$ cat src/acc_pkg.sv
// Package: register map, field layout and enumerations of the conversion control block
package acc_pkg;
  // Register byte addresses (one aligned word each)
  localparam logic [7:0] ADDR_CTRL0 = 8'h00;
  localparam logic [7:0] ADDR_STPT_HI = 8'h04;
  localparam logic [7:0] ADDR_STPT_LO = 8'h08;
  localparam logic [7:0] ADDR_ERR_HI = 8'h0C;
  localparam logic [7:0] ADDR_TRIG_SEL = 8'h10;
  localparam logic [7:0] ADDR_CTRL3 = 8'h14;
  localparam logic [7:0] ADDR_RESULT = 8'h18;
  localparam logic [7:0] ADDR_RES_HI = 8'h1C;
  localparam logic [7:0] ADDR_PREV = 8'h20;
  localparam logic [7:0] ADDR_IRQ_STAT = 8'h24;
  localparam logic [7:0] ADDR_IRQ_MASK = 8'h28;
  localparam logic [7:0] ADDR_SOFT_TRIG = 8'h2C;
  // Control register 0 fields
  localparam int CTRL0_ENABLE_BIT = 7;
  localparam int CTRL0_CONT_BIT = 6;
  localparam int CTRL0_CLKSEL_BIT = 4;
  localparam int CTRL0_JUSTIFY_BIT = 2;
  localparam int CTRL0_START_BIT = 0;
  localparam logic [7:0] CTRL0_WR_MASK = 8'hD5;
  localparam logic [7:0] CTRL0_RESET = 8'h00;
  // Control register 3 fields
  localparam int CTRL3_SOI_BIT = 3;
  localparam int CTRL3_CALC_LSB = 0;
  localparam logic [7:0] CTRL3_WR_MASK = 8'h0F;
  localparam logic [7:0] CTRL3_RESET = 8'h00;
  localparam logic [4:0] TRIG_RESET = 5'h00;
  // Interrupt status bits
  localparam int IRQ_DONE_BIT = 0;
  localparam int IRQ_THRESH_BIT = 1;
  localparam int IRQ_W = 2;
  localparam int RES_W = 10;
  localparam int CONV_CYCLES = 12;
  // Trigger selector codes
  localparam logic [4:0] TRG_SOFT_WRITE = 5'h1F;
  localparam logic [4:0] TRG_READ_RESH = 5'h1D;
  localparam logic [4:0] TRG_READ_ERRH = 5'h1C;
  localparam logic [4:0] TRG_IOC_FLAG = 5'h0F;
  localparam logic [4:0] TRG_PWM3 = 5'h0B;
  localparam logic [4:0] TRG_CCP2 = 5'h0A;
  localparam logic [4:0] TRG_CCP1 = 5'h09;
  typedef enum logic [1:0] {ACC_IDLE, ACC_CONVERT, ACC_FINISH} acc_state_e;
  typedef struct packed {
    logic ioc_flag;
    logic pwm_channel3_output;
    logic capture_compare2_event;
    logic capture_compare1_event;
  } acc_events_s;
endpackage

$ cat src/acc_conv_ctrl.sv
// Conversion control block: registers, trigger, sequencing and threshold error
//
// Function
// - Continuous mode sets the start bit again after each completed conversion.
// - Retrigger stops on threshold flag with stop-on-interrupt, or when start is cleared.
// - Writing one to start together with enable begins a conversion; bit reads one while busy.
// - Justify bit set gives right-justified results, clear gives left, zero-filled.
// - A writable 16-bit threshold setpoint in high and low byte registers.
// - Read-only upper byte of the setpoint error, formed by the calc mode.
// - Selector codes trigger on software reads of result-high or error-high byte.
// - Selector code starts a conversion on interrupt-on-change flag assertion.
// - Selector codes route PWM channel 3 and capture/compare 2 and 1 events.
// - Unimplemented control and selector bits ignore writes and read zero.
// - Control and selector reset to zero; setpoint and error start unknown.
// - Retrigger is decided at the same edge as the accumulator update and persists until reset or stop.
`timescale 1ns/100ps
module acc_conv_ctrl
  import acc_pkg::*;
#(
  parameter int CONV_LEN = CONV_CYCLES
) (
  // Clock and reset
  input wire logic i_ref_clk,
  input wire logic i_sys_rst,
  // AHB-Lite slave
  input wire logic i_hsel,
  input wire logic [7:0] i_haddr,
  input wire logic [1:0] i_htrans,
  input wire logic i_hwrite,
  input wire logic [2:0] i_hsize,
  input wire logic [31:0] i_hwdata,
  input wire logic i_hready,
  output logic [31:0] o_hrdata,
  output logic o_hreadyout,
  output logic o_hresp,
  // Converter sample value and trigger sources
  input wire logic [RES_W-1:0] i_sample,
  input wire acc_events_s i_events,
  // Status outputs
  output logic o_busy,
  output logic o_irq
);
  acc_state_e state_r;
  acc_state_e state_nxt;
  logic [7:0] ctrl0_r;
  logic [7:0] ctrl3_r;
  logic [4:0] trig_sel_r;
  logic [15:0] stpt_r;
  logic [15:0] err_r;
  logic [RES_W-1:0] result_r;
  logic [RES_W-1:0] prev_r;
  logic [15:0] acc_r;
  logic [7:0] cnt_r;
  logic [IRQ_W-1:0] irq_stat_r;
  logic [IRQ_W-1:0] irq_mask_r;
  logic [31:0] hrdata_r;
  acc_events_s ev_s1_r;
  acc_events_s ev_s2_r;
  logic ph_wr_r;
  logic ph_rd_r;
  logic [7:0] ph_addr_r;

  logic addr_phase;
  logic wr_now;
  logic [31:0] rd_mux;
  logic rd_res_hi;
  logic rd_err_hi;
  logic soft_wr;
  logic hw_trigger;
  logic enable;
  logic start_bit;
  logic done;
  logic thresh_hit;
  logic retrig;
  logic start_req;
  logic [15:0] res_word;
  logic [15:0] prev_word;
  logic [15:0] err_calc;
  logic [7:0] ctrl0_wr;
  logic ctrl0_hit;
  logic [IRQ_W-1:0] irq_evt;

  function automatic logic hit(input logic [7:0] a, input logic [7:0] b);
    hit = (a == b);
  endfunction

  // Address phase captured only when the previous data phase completes
  assign addr_phase = i_hsel & i_hready & i_htrans[1];
  assign o_hreadyout = 1'b1;
  assign o_hresp = 1'b0;
  assign o_hrdata = hrdata_r;
  assign wr_now = ph_wr_r;

  always_ff @(posedge i_ref_clk or posedge i_sys_rst) begin
    if (i_sys_rst) begin
      ph_wr_r <= 1'b0;
      ph_rd_r <= 1'b0;
      ph_addr_r <= 8'h00;
    end else begin
      ph_wr_r <= addr_phase & i_hwrite;
      ph_rd_r <= addr_phase & ~i_hwrite;
      ph_addr_r <= i_haddr;
    end
  end

  assign enable = ctrl0_r[CTRL0_ENABLE_BIT];
  assign start_bit = ctrl0_r[CTRL0_START_BIT];

  // Read data registered at the address phase so it stands in the data phase
  always_comb begin
    if (hit(i_haddr, ADDR_CTRL0)) begin
      rd_mux = {24'h0, ctrl0_r};
    end else if (hit(i_haddr, ADDR_STPT_HI)) begin
      rd_mux = {24'h0, stpt_r[15:8]};
    end else if (hit(i_haddr, ADDR_STPT_LO)) begin
      rd_mux = {24'h0, stpt_r[7:0]};
    end else if (hit(i_haddr, ADDR_ERR_HI)) begin
      rd_mux = {24'h0, err_r[15:8]};
    end else if (hit(i_haddr, ADDR_TRIG_SEL)) begin
      rd_mux = {27'h0, trig_sel_r};
    end else if (hit(i_haddr, ADDR_CTRL3)) begin
      rd_mux = {24'h0, ctrl3_r};
    end else if (hit(i_haddr, ADDR_RESULT)) begin
      rd_mux = {16'h0, res_word};
    end else if (hit(i_haddr, ADDR_RES_HI)) begin
      rd_mux = {24'h0, res_word[15:8]};
    end else if (hit(i_haddr, ADDR_PREV)) begin
      rd_mux = {16'h0, prev_word};
    end else if (hit(i_haddr, ADDR_IRQ_STAT)) begin
      rd_mux = {30'h0, irq_stat_r};
    end else if (hit(i_haddr, ADDR_IRQ_MASK)) begin
      rd_mux = {30'h0, irq_mask_r};
    end else begin
      rd_mux = 32'h0000_0000;
    end
  end

  assign rd_res_hi = addr_phase & ~i_hwrite & hit(i_haddr, ADDR_RES_HI);
  assign rd_err_hi = addr_phase & ~i_hwrite & hit(i_haddr, ADDR_ERR_HI);
  assign soft_wr = wr_now & hit(ph_addr_r, ADDR_SOFT_TRIG);
  // A start written in the completion cycle survives the hardware clear
  assign ctrl0_hit = wr_now & hit(ph_addr_r, ADDR_CTRL0);

  always_ff @(posedge i_ref_clk or posedge i_sys_rst) begin
    if (i_sys_rst) begin
      hrdata_r <= 32'h0000_0000;
    end else if (addr_phase & ~i_hwrite) begin
      hrdata_r <= rd_mux;
    end
  end

  // Peripheral events come from other logic paths; synchronise them anyway
  always_ff @(posedge i_ref_clk or posedge i_sys_rst) begin
    if (i_sys_rst) begin
      ev_s1_r <= '0;
      ev_s2_r <= '0;
    end else begin
      ev_s1_r <= i_events;
      ev_s2_r <= ev_s1_r;
    end
  end

  acc_trig_sel u_trig (
    .i_ref_clk(i_ref_clk),
    .i_sys_rst(i_sys_rst),
    .i_sel(trig_sel_r),
    .i_events(ev_s2_r),
    .i_rd_res_hi(rd_res_hi),
    .i_rd_err_hi(rd_err_hi),
    .i_soft_wr(soft_wr),
    .o_trigger(hw_trigger)
  );

  acc_justify u_just_res (
    .i_right(ctrl0_r[CTRL0_JUSTIFY_BIT]),
    .i_value(result_r),
    .o_word(res_word)
  );

  acc_justify u_just_prev (
    .i_right(ctrl0_r[CTRL0_JUSTIFY_BIT]),
    .i_value(prev_r),
    .o_word(prev_word)
  );

  // Sequencer
  assign done = (state_r == ACC_FINISH);
  assign err_calc = ctrl3_r[CTRL3_CALC_LSB] ?
    (16'(i_sample) - stpt_r) : (16'(i_sample) - 16'(result_r));
  // Threshold event: error above zero (signed) in the selected mode
  assign thresh_hit = done & ($signed(err_calc) > 0);
  // Stop-on-interrupt blocks the retrigger once the threshold flag is or becomes set
  assign retrig = ctrl0_r[CTRL0_CONT_BIT] & start_bit &
    ~(ctrl3_r[CTRL3_SOI_BIT] & (thresh_hit | irq_stat_r[IRQ_THRESH_BIT]));
  assign start_req = enable & (start_bit | hw_trigger);

  always_comb begin
    state_nxt = state_r;
    case (state_r)
      ACC_IDLE: begin
        if (start_req) begin
          state_nxt = ACC_CONVERT;
        end
      end
      ACC_CONVERT: begin
        if (!enable) begin
          state_nxt = ACC_IDLE;
        end else if (cnt_r == 8'(CONV_LEN - 1)) begin
          state_nxt = ACC_FINISH;
        end
      end
      ACC_FINISH: begin
        state_nxt = ACC_IDLE;
      end
      default: begin
        state_nxt = ACC_IDLE;
      end
    endcase
  end

  always_ff @(posedge i_ref_clk or posedge i_sys_rst) begin
    if (i_sys_rst) begin
      state_r <= ACC_IDLE;
      cnt_r <= 8'h00;
    end else begin
      state_r <= state_nxt;
      cnt_r <= (state_r == ACC_CONVERT) ? cnt_r + 8'h01 : 8'h00;
    end
  end

  // Start bit: hardware trigger sets, completion clears unless retriggered
  always_comb begin
    ctrl0_wr = ctrl0_r;
    if (ctrl0_hit) begin
      ctrl0_wr = i_hwdata[7:0] & CTRL0_WR_MASK;
      ctrl0_wr[CTRL0_START_BIT] = i_hwdata[CTRL0_START_BIT] & i_hwdata[CTRL0_ENABLE_BIT];
    end
    if (done & ~ctrl0_hit) begin
      ctrl0_wr[CTRL0_START_BIT] = retrig & ctrl0_wr[CTRL0_START_BIT];
    end
    if (enable & hw_trigger) begin
      ctrl0_wr[CTRL0_START_BIT] = 1'b1;
    end
    if (!ctrl0_wr[CTRL0_ENABLE_BIT]) begin
      ctrl0_wr[CTRL0_START_BIT] = 1'b0;
    end
  end

  always_ff @(posedge i_ref_clk or posedge i_sys_rst) begin
    if (i_sys_rst) begin
      ctrl0_r <= CTRL0_RESET;
      ctrl3_r <= CTRL3_RESET;
      trig_sel_r <= TRIG_RESET;
    end else begin
      ctrl0_r <= ctrl0_wr;
      if (wr_now & hit(ph_addr_r, ADDR_CTRL3)) begin
        ctrl3_r <= i_hwdata[7:0] & CTRL3_WR_MASK;
      end
      if (wr_now & hit(ph_addr_r, ADDR_TRIG_SEL)) begin
        trig_sel_r <= i_hwdata[4:0];
      end
    end
  end

  // Setpoint and error have no reset: they start unknown
  always_ff @(posedge i_ref_clk) begin
    if (wr_now & hit(ph_addr_r, ADDR_STPT_HI)) begin
      stpt_r[15:8] <= i_hwdata[7:0];
    end
    if (wr_now & hit(ph_addr_r, ADDR_STPT_LO)) begin
      stpt_r[7:0] <= i_hwdata[7:0];
    end
    if (done) begin
      err_r <= err_calc;
    end
  end

  // Accumulator updated in the same edge that decides the retrigger
  always_ff @(posedge i_ref_clk or posedge i_sys_rst) begin
    if (i_sys_rst) begin
      result_r <= '0;
      prev_r <= '0;
      acc_r <= 16'h0000;
    end else if (done) begin
      prev_r <= result_r;
      result_r <= i_sample;
      acc_r <= acc_r + 16'(i_sample);
    end
  end

  // Interrupts: set wins over write-one-to-clear
  assign irq_evt = {thresh_hit, done};
  always_ff @(posedge i_ref_clk or posedge i_sys_rst) begin
    if (i_sys_rst) begin
      irq_stat_r <= '0;
      irq_mask_r <= '0;
    end else begin
      if (wr_now & hit(ph_addr_r, ADDR_IRQ_STAT)) begin
        irq_stat_r <= (irq_stat_r & ~i_hwdata[IRQ_W-1:0]) | irq_evt;
      end else begin
        irq_stat_r <= irq_stat_r | irq_evt;
      end
      if (wr_now & hit(ph_addr_r, ADDR_IRQ_MASK)) begin
        irq_mask_r <= i_hwdata[IRQ_W-1:0];
      end
    end
  end

  assign o_irq = |(irq_stat_r & irq_mask_r);
  assign o_busy = start_bit;
endmodule

$ cat src/acc_justify.sv
// Result justification of a 10-bit value into a 16-bit word
`timescale 1ns/100ps
module acc_justify
  import acc_pkg::*;
(
  // Control
  input wire logic i_right,
  // Data
  input wire logic [RES_W-1:0] i_value,
  output logic [15:0] o_word
);
  // Left form fills the low bits with zeros
  assign o_word = i_right ? {{(16-RES_W){1'b0}}, i_value} : {i_value, {(16-RES_W){1'b0}}};
endmodule

$ cat src/acc_trig_sel.sv
// Auto-conversion trigger selector with rising-edge detection of peripheral events
`timescale 1ns/100ps
module acc_trig_sel
  import acc_pkg::*;
(
  // Clock and reset
  input wire logic i_ref_clk,
  input wire logic i_sys_rst,
  // Selection and sources
  input wire logic [4:0] i_sel,
  input wire acc_events_s i_events,
  input wire logic i_rd_res_hi,
  input wire logic i_rd_err_hi,
  input wire logic i_soft_wr,
  // Trigger pulse
  output logic o_trigger
);
  acc_events_s prev_r;
  logic ev_edge;
  logic rd_trig;

  always_ff @(posedge i_ref_clk or posedge i_sys_rst) begin
    if (i_sys_rst) begin
      prev_r <= '0;
    end else begin
      prev_r <= i_events;
    end
  end

  // Level events count once per assertion, not per held cycle
  assign ev_edge = (i_sel == TRG_IOC_FLAG) ? (i_events.ioc_flag & ~prev_r.ioc_flag) :
    (i_sel == TRG_PWM3) ? (i_events.pwm_channel3_output & ~prev_r.pwm_channel3_output) :
    (i_sel == TRG_CCP2) ? (i_events.capture_compare2_event & ~prev_r.capture_compare2_event) :
    (i_sel == TRG_CCP1) ? (i_events.capture_compare1_event & ~prev_r.capture_compare1_event) :
    1'b0;
  assign rd_trig = ((i_sel == TRG_READ_RESH) & i_rd_res_hi) |
    ((i_sel == TRG_READ_ERRH) & i_rd_err_hi) |
    ((i_sel == TRG_SOFT_WRITE) & i_soft_wr);
  // Reserved codes fall through to no trigger
  assign o_trigger = ev_edge | rd_trig;
endmodule

$ cat config.mk
export PLATFORM = sky130hd
export DESIGN_NAME = acc_conv_ctrl
export DESIGN_NICKNAME = d
export VERILOG_FILES = /design/src/acc_pkg.sv /design/src/acc_conv_ctrl.sv /design/src/acc_justify.sv /design/src/acc_trig_sel.sv
export SDC_FILE = /design/constraint.sdc
export NUM_CORES = 1
export LEC_CHECK = 0
export ABC_AREA = 1
export ABC_CLOCK_PERIOD_IN_PS = 3990
export BUFFER_PORTS_ARGS = -buffer_cell sky130_fd_sc_hd__buf_2
export CAP_MARGIN = 20
export CORE_MARGIN = 8
export CORE_UTILIZATION = 55
export CTS_BUF_LIST = sky130_fd_sc_hd__clkbuf_8
export DETAILED_ROUTE_END_ITERATION = 10
export HOLD_SLACK_MARGIN = 0.15
export PLACE_DENSITY = 0.84
export SLEW_MARGIN = 20
export SYNTH_ARGS = -nofsm -noshare
export SYNTH_HDL_FRONTEND = slang
export SYNTH_SLANG_ARGS = --single-unit
$ cat constraint.sdc
create_clock -name i_ref_clk -period 3.99 [get_ports i_ref_clk]
set_input_delay 0.399 -clock i_ref_clk [delete_from_list [all_inputs] [get_ports i_ref_clk]]
set_output_delay 0.399 -clock i_ref_clk [all_outputs]
set_load 0.005 [all_outputs]
* Word-level counts from Yosys, hierarchy flattened
Cells that the tools add are included.
Widths: inputs -> output; s select.
** Cells by class
- Bitwise logic cells :: 47
- $add $sub $neg :: 3
- Reductions and logical operators :: 5
- $lt $le $gt $ge :: 1
- Equal/unequal tests :: 29
- Multiplexer cells :: 28
** Operator list (number)
- $mux 16 :: 12
- $eq 8x5->1 const B :: 6
- $eq 8x6->1 const B :: 6
- $eq 8x4->1 const B :: 4
- $and 1x1->1 :: 30
- $eq 5x4->1 const B :: 4
- $eq 8x3->1 const B :: 2
- $gt 16x1->1 const B :: 1
- $logic_not 8->1 :: 2
- $mux 8 :: 2
- $sub 10x16->16 :: 1
- $eq 5x5->1 const B :: 3
- $mux 2 :: 6
- $sub 10x10->11 :: 1
- $add 8x1->8 const B :: 1
- $mux 1 :: 7
- $not 1->1 :: 7
- $or 1x1->1 :: 5
- $and 2x2->2 :: 2
- $or 2x2->2 :: 2
- $pmux 2 s2 :: 1
- $ne 3x3->1 const B :: 1
- $eq 2x1->1 const B :: 1
- $eq 2x2->1 const B :: 1
- 5 further kinds :: 5
** Word-level totals
- Register bits :: 133
- Bits of input ports :: 64
- Logic and storage cells :: 141

* Depth between registers and ports, before layout
Gate-level depths: netlist of the first run.
- Depth in word-level cells :: 12
- Gate-level depth with buffers :: 22
- Gate-level depth less buffers :: 22

* By module
A second synthesis of the first run with hierarchy kept.
** Second synthesis, totals
- Cells, all modules :: 924
- Area total of the unflattened synthesis :: 6767.7 µm²
** Modules (own cells, without submodules)
- acc_conv_ctrl :: area each 6200.9 µm², instances 1, cells each 811
- acc_justify :: area each 165.2 µm², instances 2, cells each 39
- acc_trig_sel :: area each 236.5 µm², instances 1, cells each 35

* Worst setup path after synthesis of the first run
No wires, ideal clock.
- Path type :: input port to flip-flop
- Start :: input port i_sample[0]
- End :: register ctrl0_r[0]
- Stages on the path :: 22
- Setup time :: 73 ps
- Arrival :: 2231 ps
- Slack :: 1686 ps
- Data required time :: 3917 ps
- Path through :: inv_1 -> ha_1 -> fa_1 -> inv_1 -> nand3_1 -> nand3_1 -> nand2_1 -> nand2_1 -> nand2_1 -> nand3_1 -> nand2_1 -> inv_1 -> nand3_1 -> nor2_1 -> nand3_1 -> nand3_2 -> nand2_1 -> nand2_1 -> nand2_1 -> nand2_1 -> nand2_1 -> a21oi_2
** Between the ends
- Word-level cells in the longest chain between the ends :: 12
- Elaborated cells between the ends (all ways) :: 13
- Classes of those cells :: 2 x add/sub; 1 x order compare; 4 x mux; 6 x bitwise
** Ends and longest elaborated chain
- start, declared :: RTL line acc_conv_ctrl.sv:37 : input wire logic [RES_W-1:0] i_sample,
- $sub 10x16->16 or $sub 10x10->11 (tied branches) :: RTL line acc_conv_ctrl.sv:189 : (16'(i_sample) - stpt_r) : (16'(i_sample) - 16'(result_r));
- $mux 16 * :: RTL line acc_conv_ctrl.sv:188 : assign err_calc = ctrl3_r[CTRL3_CALC_LSB] ?
- net err_calc[8] :: RTL line acc_conv_ctrl.sv:78 : logic [15:0] err_calc;
- $gt 16x1->1 * :: RTL line acc_conv_ctrl.sv:191 : assign thresh_hit = done & ($signed(err_calc) > 0);
- $and 1x1->1 * :: RTL line acc_conv_ctrl.sv:191
- $or 1x1->1 * :: RTL line acc_conv_ctrl.sv:194 : ~(ctrl3_r[CTRL3_SOI_BIT] & (thresh_hit | irq_stat_r[IRQ_THRESH_BIT]));
- $and 1x1->1 * :: RTL line acc_conv_ctrl.sv:194
- $not 1->1 * :: RTL line acc_conv_ctrl.sv:194
- $and 1x1->1 * :: RTL line acc_conv_ctrl.sv:193 : assign retrig = ctrl0_r[CTRL0_CONT_BIT] & start_bit &
- $and 1x1->1 * :: RTL line acc_conv_ctrl.sv:239 : ctrl0_wr[CTRL0_START_BIT] = retrig & ctrl0_wr[CTRL0_START_BIT];
- $mux 1 * :: RTL line acc_conv_ctrl.sv:238 : if (done & ~ctrl0_hit) begin
- $mux 1 * :: RTL line acc_conv_ctrl.sv:241 : if (enable & hw_trigger) begin
- $mux 1 * :: RTL line acc_conv_ctrl.sv:244 : if (!ctrl0_wr[CTRL0_ENABLE_BIT]) begin
- net ctrl0_wr[0] :: RTL line acc_conv_ctrl.sv:79 : logic [7:0] ctrl0_wr;
- end signal, assigned :: RTL line acc_conv_ctrl.sv:255 : ctrl0_r <= ctrl0_wr;
- end, declared :: RTL line acc_conv_ctrl.sv:45 : logic [7:0] ctrl0_r;
The timed path passes the listed nets; every way through them passes the cells marked *.
A chain may end at the register's enable or synchronous reset.

* Final worst setup path of the first run
- Start :: input port i_haddr[1]
- End :: register hrdata_r[6], in the netlist o_hrdata[6]
** Between the ends
- Word-level cells in the longest chain between the ends :: 10
- Elaborated cells between the ends (all ways) :: 18
- Classes of those cells :: 8 x eq/ne; 9 x mux; 1 x reduce/logical
** Ends and longest elaborated chain
- start, declared :: RTL line acc_conv_ctrl.sv:27 : input wire logic [7:0] i_haddr,
- $eq 8x6->1 :: RTL line acc_conv_ctrl.sv:84 : hit = (a == b);
- $mux 16 :: RTL line acc_conv_ctrl.sv:127 : end else if (hit(i_haddr, ADDR_PREV)) begin
- $mux 16 :: RTL line acc_conv_ctrl.sv:125 : end else if (hit(i_haddr, ADDR_RES_HI)) begin
- $mux 16 :: RTL line acc_conv_ctrl.sv:123 : end else if (hit(i_haddr, ADDR_RESULT)) begin
- $mux 16 :: RTL line acc_conv_ctrl.sv:121 : end else if (hit(i_haddr, ADDR_CTRL3)) begin
- $mux 16 :: RTL line acc_conv_ctrl.sv:119 : end else if (hit(i_haddr, ADDR_TRIG_SEL)) begin
- $mux 16 :: RTL line acc_conv_ctrl.sv:117 : end else if (hit(i_haddr, ADDR_ERR_HI)) begin
- $mux 16 :: RTL line acc_conv_ctrl.sv:115 : end else if (hit(i_haddr, ADDR_STPT_LO)) begin
- $mux 16 :: RTL line acc_conv_ctrl.sv:113 : end else if (hit(i_haddr, ADDR_STPT_HI)) begin
- $mux 16 * :: RTL line acc_conv_ctrl.sv:111 : if (hit(i_haddr, ADDR_CTRL0)) begin
- end signal, assigned :: RTL line acc_conv_ctrl.sv:148 : hrdata_r <= rd_mux;
- end, declared :: RTL line acc_conv_ctrl.sv:56 : logic [31:0] hrdata_r;
Mark *: on every way between the ends. The rest lies on a longest branch, timed or not.

==> results of run 1 <==
## routing by layer
| layer | share of wire, % | global-route usage [%] | wire length, microns |
|---|---|---|---|
| met1 | 45 | 28.4 | 7280 |
| met2 | 46 | 34.1 | 7570 |
| met5 | 0 | 0 | 0 |
| met4 | 2.1 | 5.95 | 349 |
| met3 | 7.1 | 4.64 | 1160 |
## flip-flops by register name, indices dropped and copies added, names as in the netlist
register and cells:
ph_addr_r 8, ph_wr_r 1, ev_s2_r 4, irq_stat_r 2
irq_mask_r 2, state_r 2, u_trig.prev_r 4, trig_sel_r 5
o_hrdata 16, prev_r 10, ctrl3_r 4, result_r 10
ctrl0_r 5, ev_s1_r 4, cnt_r 8, stpt_r 16
err_r 8
## stage by stage
| step | hold slack, ns | setup WS [ns] | utilization [%] | instance area [sq um] |
|---|---|---|---|---|
| 5_1_grt | 0.166 | 0.875 | 61.9 | 7090 |
| 4_1_cts | 0.152 | 1.14 | 61.6 | 7060 |
| 2_1_floorplan | 0.331 | 1.40 | - | 6540 |
| 6_report | 0.165 | 1.08 | 61.9 | 7090 |
| 3_3_place_gp | 0.331 | 1.26 | 59.3 | 6800 |
| 3_5_place_dp | 0.335 | 1.20 | 59.3 | 6800 |
## cell usage in the layout (no fill, tap or decap), drive strengths merged, types with 14 or more instances in the layout
master,Yosys,final
nor2,53,53
dfrtp,85,85
nand2,227,227
edfxtp,24,24
conb,2,18
o21ai,65,65
inv,137,139
buf,25,58
nand3,67,67
nor3,15,15
a21oi,42,42
nand4,14,14
ha,21,21
## worst min-delay path by stage
stage                     from      endpoint  slack (ns)
floorplan           ev_s1_r[0]    ev_s2_r[0]        0.33
global placement    ev_s1_r[1]    ev_s2_r[1]        0.33
detailed placement  ev_s1_r[0]    ev_s2_r[0]        0.33
CTS                 i_haddr[2]  ph_addr_r[2]        0.15
global route        i_haddr[2]  ph_addr_r[2]        0.17
finish              i_haddr[2]  ph_addr_r[2]        0.17
## what timing repair did
action | in CTS | in global routing
hold endpoints to repair | 8 | 22
hold buffers | 8 | 1
endpoints found under the setup margin | 0 | 0
## area by class of cell
class	count	area, sq um
Fill cell	1024	4370
Multi-Input combinational cell	579	2960
Sequential cell	109	2850
Inverter	138	519
Timing Repair Buffer	67	405
Tap cell	143	179
Clock buffer	9	124
Clock inverter	7	58.8
## critical path, stage by stage
cell           delay [ns]
dlygate4sd3_1        0.53
buf_2                0.13
inv_1                0.04
nand2_1              0.09
nor3_1               0.37
nand2_1              0.39
inv_1                0.43
o211ai_1             0.16
a22oi_1              0.26
o21ai_0              0.14
a21oi_1              0.15
a21oi_1              0.08
## cells by family after synthesis
group | count (synthesis) | synth area share, %
buffers and inverters | 174 | 11.3
AO/OA/AOI/OAI | 146 | 13.3
AND/OR/NAND/NOR | 386 | 25.8
adder cells (fa/ha/maj) | 23 | 4.67
flip-flops | 109 | 43.9
XOR/XNOR | 6 | 0.811
other | 2 | 0.116
## where the power goes
group	switching [mW]	internal, mW	leakage [nW]	total, mW
logic	0.573	0.319	2.33	0.893
clock network	0.391	0.237	0.0921	0.628
registers	0.130	1.31	1.20	1.44
==> impl_metrics.yaml, run 1 <==
yosys:
  ys_ff_latch: 109
  synth_cell_types: 48
  synth_edf_count: 24
  synth-main-ff-cell: "dfrtp_1"
  synth_area_sq_um: 6480
  postSynthCellCount: 846
  synth.most_common_cell: "nand2_1"
  synth_area_leaders: "dfrtp_1 33%, nand2_1 13%, edfxtp_1 11%"
  ys_seq_area_share_pct: 43.9
  syn_avg_cell_area_sq_um: 7.66
  synthArstFlopShare_pct: 78.0
  synth_top_cell_by_area: "dfrtp_1"
  ys_warn_count: 0
  synth_top_area_share_pct: 32.8
  synth_common_cells: "222 x nand2_1, 134 x inv_1, 85 x dfrtp_1"
detailed_routing:
  drc: 0
  routed_wl_microns: 16400
  firstDrtPassIters: 5
  num_vias: 5751
  wl_per_cell_microns: 15.6
  ant_nets: 0
  drt_iter0_markers: 545
  via_per_inst: 5.47
critical_path:
  critPathArrivalTime_ns: 3.18
  crit_path_end_kind: "flip-flop"
  ff2ff_setup_slack_ns: 1.25
  critical_path_required_ns: 4.26
  crit_start: "i_haddr[1]"
  r2r_cells: 21
  crit_type: "input pin to flip-flop"
  crit_path_end: "o_hrdata[6]"
  path_max_fanout: 14
  cp-start-kind: "input pin"
  r2r_start: "stpt_r[0]"
  r2r-end: "ctrl0_r[0]"
global_routing:
  antenna_found_initial: 0
  grt_pass1_wl_microns: 27100
  grt_max_degree: 57
  grt_pass1_vias: 5419
  grt_overflow: 0
  track_usage_pct: 21.3
timing:
  drv_slew: 0
  fin_crit_sh_pct: 72.8
  period_needed_ns: 2.91
  relSlewSlack_pct: 42.8
  hold_viol_final: 0
  worst_slew_pin_slew_ns: 0.855
  rsz0062_at_grt: "false"
  fmax_mhz: 344
  fin_skew_ns: 0.0103
  finalSetupViolations: 0
  tns_ns: 0
cells_and_area:
  drive_gt1_share_pct: 10.7
  syn2layout_area_growth_pct: 9.48
  num_antenna_cells: 0
  stdcell_count: 1052
  final_nets: 991
clock_tree:
  clk_pin_slew_ns: 0.10
  clock-sinks: 109
  cts_tree: "built"
  post_cts_resized: 0
  htreeDepth: 3
  cts_root_buffer: "clkbuf_8"
  cts_setup_buffers: 0
  numCtsBuffers: 9
  clk_latency_ns: 0.38
  cts.path.max_buffers: 2
die:
  dieArea_sq_um: 15500
  row_count: 39
  io_pins: 100
  die_x_microns: 125
  core_area_sq_um: 11500
  initial_core_util_pct: 56.5
  die_h_microns: 125
pwr:
  finalPower_mw: 2.96
  pwr_density_cell_nw_per_um2: 417
  p_leak_nw: 3.62
  peakVddDrop_uv: 286
worst_hold_path:
  hold_class: "input pin to flip-flop"
  min_path_cells: 1
place:
  port_buffers: 53
  gp_congestion: 0.952
  place_inst: 1026
  dp_hpwl_microns: 12600
status:
  outcome: "finished clean"
flow_run:
  drv_cap: 0
Power figures use the tool's default switching activity.
==> inputs of run 2 (changes only) <==
Settings changed: ABC_AREA 1 to 0, ABC_CLOCK_PERIOD_IN_PS 3990 to 2900.
Clock period 3.99 ns to 2.9 ns, I/O delays scaled along.
==> run 2 against run 1 <==
  * Critical path type unchanged
  * Core utilization rose by 2.3 points
  * Hold slack got worse by 0.0052 ns
  * Setup slack worse by 0.95 ns
  * Clock-buffer cell count did not move
  * Sequential share of layout area is 1.2 points higher
  * Largest cell class unchanged
  * Clock power rose by 61%
  * Synthesized cell count down 30%
  * Combinational power shrank 72%
  * First-iteration DRC count shrank 11%
  * Non-clock buffer count grew 19
  * Sequential power up 12%
==> impl_metrics.yaml, run 2 <==
cells_and_area:
  num_antenna_cells: 0
  drive_gt1_share_pct: 20.1
  syn2layout_area_growth_pct: 14.4
  postLayoutCellArea_sq_um: 6890
  final_cell_mix: "85 x dfrtp_1, 53 x buf_2, 49 x nand2_1"
  final_nets: 755
  layout_commonest_cell: "dfrtp_1"
critical_path:
  critical_path_required_ns: 3.22
  critPathArrivalTime_ns: 3.09
  critical-path-max-stage-delay_ns: 0.62
  crit_type: "input pin to flip-flop"
  cp-start-kind: "input pin"
  cp_cell_sequence: "dlygate4sd3_1, buf_2, nand4bb_1, or4_1, o32ai_4, o211ai_2, o211a_1, or3_4, nor3b_2, a21o_1"
  crit_slowest_cell: "or4_1"
  crit_path_end_kind: "flip-flop"
  path_max_fanout: 5
global_routing:
  grt_pass1_wl_microns: 24100
  grt_pass1_vias: 4791
  track_usage_pct: 20.5
  grt_max_degree: 44
  antenna_found_initial: 0
  grt_overflow: 0
pwr:
  pwr_density_cell_nw_per_um2: 418
  netSwitchingPower_mw: 0.747
  finalPower_mw: 2.88
  seq_power_share_pct: 56.0
  power_frac_clock_pct: 35.2
  p_int_mw: 2.13
  peakVddDrop_uv: 256
  p_sw_share_pct: 26.0
  p_comb_share_pct: 8.7
  p_leak_nw: 3.11
flow_run:
  drv_cap: 0
timing:
  hold_viol_final: 0
  worst_slew_pin_slew_ns: 0.789
  period_needed_ns: 2.76
  tns_ns: 0
  finalSetupViolations: 0
  drv_slew: 0
  relSlewSlack_pct: 47.4
  fmax_mhz: 362
  whs_ns: 0.160
  worst_slack_ns: 0.138
  fin_skew_ns: 0.0200
  fin_crit_sh_pct: 95.3
yosys:
  synth_top_cell_by_area: "dfrtp_1"
  synthAdderAreaFrac_pct: 5.03
  synthArstFlopShare_pct: 78.0
  postSynthCellCount: 593
  synth_area_leaders: "dfrtp_1 35%, edfxtp_1 12%, mux2_2 4.7%"
  ys_ff_latch: 109
  ys_warn_count: 0
  synth-main-ff-cell: "dfrtp_1"
  synth_cell_types: 71
  synth_common_cells: "85 x dfrtp_1, 49 x nand2_1, 37 x inv_1"
  synth-compound-area-share_pct: 16.7
  synth_top_family_by_area: "compound AO/OA/AOI/OAI gates"
  synth-simple-area-share_pct: 15.8
  synth_edf_count: 24
  syn_avg_cell_area_sq_um: 10.2
  ys_seq_area_share_pct: 47.3
  synth_area_sq_um: 6020
  synth.most_common_cell: "dfrtp_1"
  synth_top_area_share_pct: 35.3
  synth_mux_area_share_pct: 6.25
  synth_xor_area_share_pct: 2.91
clock_tree:
  cts_tree: "built"
  cts.path.max_buffers: 2
  numCtsBuffers: 9
  htreeDepth: 3
  clock-sinks: 109
  cts_root_buffer: "clkbuf_8"
  clk_latency_ns: 0.38
  clk_pin_slew_ns: 0.11
detailed_routing:
  num_vias: 4947
  ant_nets: 0
  drc: 0
  drt_iter0_markers: 485
  wl_per_cell_microns: 18.5
  routed_wl_microns: 15000
  firstDrtPassIters: 5
  via_per_inst: 6.08
place:
  preCtsSetupSlack_ns: 0.0295
  dpl_cell_area_sq_um: 6450
  dp_hpwl_microns: 11600
  gp_congestion: 0.975
  port_buffers: 53
die:
  dieArea_sq_um: 14600
  row_count: 38
  io_pins: 100
  die_h_microns: 121
  initial_core_util_pct: 56.1
  core_area_sq_um: 10700
  die_x_microns: 121
worst_hold_path:
  hold_class: "input pin to flip-flop"
status:
  outcome: "finished clean"
==> run 2: cell count changes after synthesis, sizes merged, moves of 10 or more <==
| cell | before | now |
|---|---|---|
| mux2 | 0 | 26 |
| o21ai | 65 | 43 |
| nand3 | 67 | 24 |
| nand2b | 0 | 10 |
| nand2 | 227 | 49 |
| inv | 137 | 37 |
| a21oi | 42 | 23 |
| nor2 | 53 | 35 |
==> run 2: worst max-delay path, delay by kind of cell <==
kind | cells | cell delay (ns)
and+or+nand+nor | 4 | 1.47
buffers and inverters | 2 | 0.69
AOI/OAI and AO/OA | 4 | 0.62
==> run 2: area by class of cell <==
type	count	area, sq um
Timing Repair Buffer	86	566
Fill cell	834	3850
Inverter	37	140
Clock inverter	7	103
Clock buffer	9	124
Multi-Input combinational cell	425	2940
Sequential cell	109	2850
Tap cell	140	175
==> run 2: per-layer routing <==
layer	wire length, microns	global-route usage [%]	vias to the layer above	share of wire, %
met5	0	0	-	0
met4	336	6.71	0	2.2
met3	1250	4.24	35	8.3
met2	7340	34.4	236	49
met1	6090	26.0	2395	41
li1	-	-	2281	-
==> run 2: kinds of logic (layout without fill, tap and decap cells) <==
kind of cell | count (synthesis) | after routing
AND/OR/NAND/NOR | 184 | 184
adder cells (fa/ha/maj) | 23 | 23
buffers and inverters | 75 | 139
multiplexers | 34 | 34
XOR/XNOR | 20 | 20
AO/OA/AOI/OAI | 146 | 146
flip-flops | 109 | 109
other | 2 | 18
==> run 2: path summary, 6_finish.rpt <==
path	startpoint	endpoint	slack, ns	cells past startpoint
hold reg to reg	ev_s1_r[0]	ev_s2_r[0]	0.36	0
max in group asynchronous	i_sys_rst	ctrl0_r[2]	1.68	4
min in group asynchronous	i_sys_rst	ph_addr_r[7]	0.53	3
hold / removal	i_hwdata[3]	stpt_r[3]	0.16	1
setup reg to reg	result_r[1]	irq_stat_r[1]	0.14	11
setup / recovery	i_haddr[1]	ctrl0_r[0]	0.14	10
==> run 2: power groups by stage <==
stage	clock network, mW	registers [mW]	logic (mW)
floorplan	0	1.63	0.161
global placement	0	1.64	0.216
detailed placement	0	1.64	0.226
CTS	1.03	1.61	0.245
global route	1.08	1.61	0.280
finish	1.01	1.61	0.251
==> run 2: through the flow <==
| stage | util, % | std cells |
|---|---|---|
| 6_report | 64.1 | 813 |
| 5_1_grt | 64.1 | 813 |
| 4_1_cts | 63.6 | 813 |
| 3_5_place_dp | 60.0 | 781 |
| 3_3_place_gp | 60.0 | 781 |
| 2_1_floorplan | - | 609 |
==> run 2: timing repair <==
item                       CTS  global route
setup endpoints to repair    1             4
setup buffers                0             0
hold endpoints to repair    61             0
gates resized for setup      1            12
hold buffers                16             0
==> inputs of run 3 (changes only) <==
==> constraint.sdc (replaced) <==
create_clock -name i_ref_clk -period 2.9 [get_ports i_ref_clk]
set_input_delay 0.435 -clock i_ref_clk [delete_from_list [all_inputs] [get_ports i_ref_clk]]
set_output_delay 0.435 -clock i_ref_clk [all_outputs]
set_load 0.005 [all_outputs]
==> run 3 against run 2 <==
  * Via count decreased by 0.10%
  * First-iteration DRC count is 21% higher
  * Clock power is 13% lower
  * Wire length increased by 2.3%
==> impl_metrics.yaml, run 3 (same netlist as run 2, synthesis figures left out) <==
cells_and_area:
  postLayoutCoreUtil_pct: 63.2
  multi_input_area_sq_um: 2920
  layout_commonest_cell: "dfrtp_1"
  syn2layout_area_growth_pct: 12.8
  postLayoutCellArea_sq_um: 6790
  nFillCells: 865
  drive_gt1_share_pct: 20.9
  seqCellArea_sq_um: 2850
  final_cell_mix: "85 x dfrtp_1, 53 x buf_2, 49 x nand2_1"
  num_antenna_cells: 0
  stdcell_count: 811
  final_nets: 753
global_routing:
  met2_usage_pct: 35.7
  antenna_found_initial: 0
  track_usage_pct: 21.1
  grt_use_met3_pct: 5.13
  grt_max_degree: 44
  grt_pass1_vias: 4834
  grt_overflow: 0
  grt_pass1_wl_microns: 24500
  grtUsageMet1_pct: 25.5
  grt.busiest_layer: "met2"
pwr:
  pwr_density_cell_nw_per_um2: 402
  p_leak_nw: 3.08
  peakVddDrop_uv: 208
clock_tree:
  cts.path.max_buffers: 2
  htreeDepth: 3
  cts_root_buffer: "clkbuf_8"
  numCtsBuffers: 9
  cts_tree: "built"
  clock-sinks: 109
  clk_pin_slew_ns: 0.11
  clk_latency_ns: 0.37
critical_path:
  crit_type: "flip-flop to flip-flop"
  cp-start-kind: "flip-flop"
  critical_path_required_ns: 3.16
  critPathArrivalTime_ns: 3.01
  crit_path_end_kind: "flip-flop"
  r2r_start: "stpt_r[1]"
  crit_start: "stpt_r[1]"
  path_max_fanout: 4
place:
  place_inst: 791
  dpl_cell_area_sq_um: 6530
  port_buffers: 53
  gp_congestion: 0.956
  dp_hpwl_microns: 11900
timing:
  relSlewSlack_pct: 50.6
  drv_slew: 0
  period_needed_ns: 2.74
  whs_ns: 0.143
  rsz0062_at_grt: "false"
  fin_crit_sh_pct: 94.6
  fmax_mhz: 364
  finalSetupViolations: 0
  hold_viol_final: 0
  fin_skew_ns: 0.0189
  worst_slew_pin_slew_ns: 0.739
detailed_routing:
  firstDrtPassIters: 6
  drt_iter0_markers: 586
  ant_nets: 0
  routed_wl_microns: 15400
  drc: 0
  via_per_inst: 6.09
  num_vias: 4942
  wl_per_cell_microns: 19.0
status:
  outcome: "finished clean"
die:
  die_x_microns: 121
  core_area_sq_um: 10700
  initial_core_util_pct: 56.1
  die_h_microns: 121
  io_pins: 100
  dieArea_sq_um: 14600
  row_count: 38
worst_hold_path:
  hold_class: "input pin to async pin"
flow_run:
  drv_cap: 0
## run 3: per-stage QoR
| step | setup TNS (ns) | setup WS [ns] | total power, mW |
|---|---|---|---|
| after floorplan | 0 | 0.272 | 1.79 |
| after global placement | -0.119 | -0.0796 | 1.86 |
| final | 0 | 0.155 | 2.73 |
| after detailed placement | -0.214 | -0.123 | 1.87 |
| after global routing | 0 | 0.00127 | 2.85 |
| after CTS | 0 | 0.0345 | 2.74 |
## run 3: layout make-up
class                           instances  area share, %
Tap cell                              140           2.58
Sequential cell                       109           41.9
Multi-Input combinational cell        425           42.9
Timing Repair Buffer                   84           7.66
Clock inverter                          6          0.847
Inverter                               37           2.06
Clock buffer                           10           2.03
## run 3: worst paths after layout
kind,slack (ns),end,depth (start not counted)
worst min-delay path,0.14,ph_addr_r[1],2
worst max-delay path,0.16,ctrl0_r[0],10
worst min register to register,0.36,ev_s2_r[0],0
worst max register to register,0.16,ctrl0_r[0],10
min in group i_ref_clk,0.20,ph_addr_r[4],1
max in group asynchronous,2.07,ctrl3_r[0],3
## run 3: repair_timing
action                                  in CTS  in global routing
hold buffers                                 0                  4
gates resized for setup                      1                  7
endpoints found under the setup margin       1                  2
endpoints found under the hold margin        0                  4
setup buffers                                0                  0
cloned                                       0                  0
## run 3: report_power, final
group	total [mW]	switching [mW]	internal, mW
logic	0.245	0.147	0.0978
clock network	0.879	0.527	0.352
registers	1.61	0.0192	1.59
total	2.73	0.693	2.04
## run 3: worst max-delay path: stages, from the launching register on
cell,delay (ns)
edfxtp_1,0.49
inv_1,0.08
ha_1,0.27
nor2b_1,0.17
o2111ai_1,0.17
a211oi_2,0.39
o31ai_2,0.15
and3_1,0.20
or3_1,0.33
a41o_1,0.22
a21o_1,0.17
## run 3: routing by layer
metal  share of wire [%]  wire length [microns]  vias up
li1                    -                      -     2279
met1                  40                   6090     2361
met2                  48                   7390      257
met3                 9.5                   1470       45
met4                 2.7                    422        0
met5                   0                      0        -
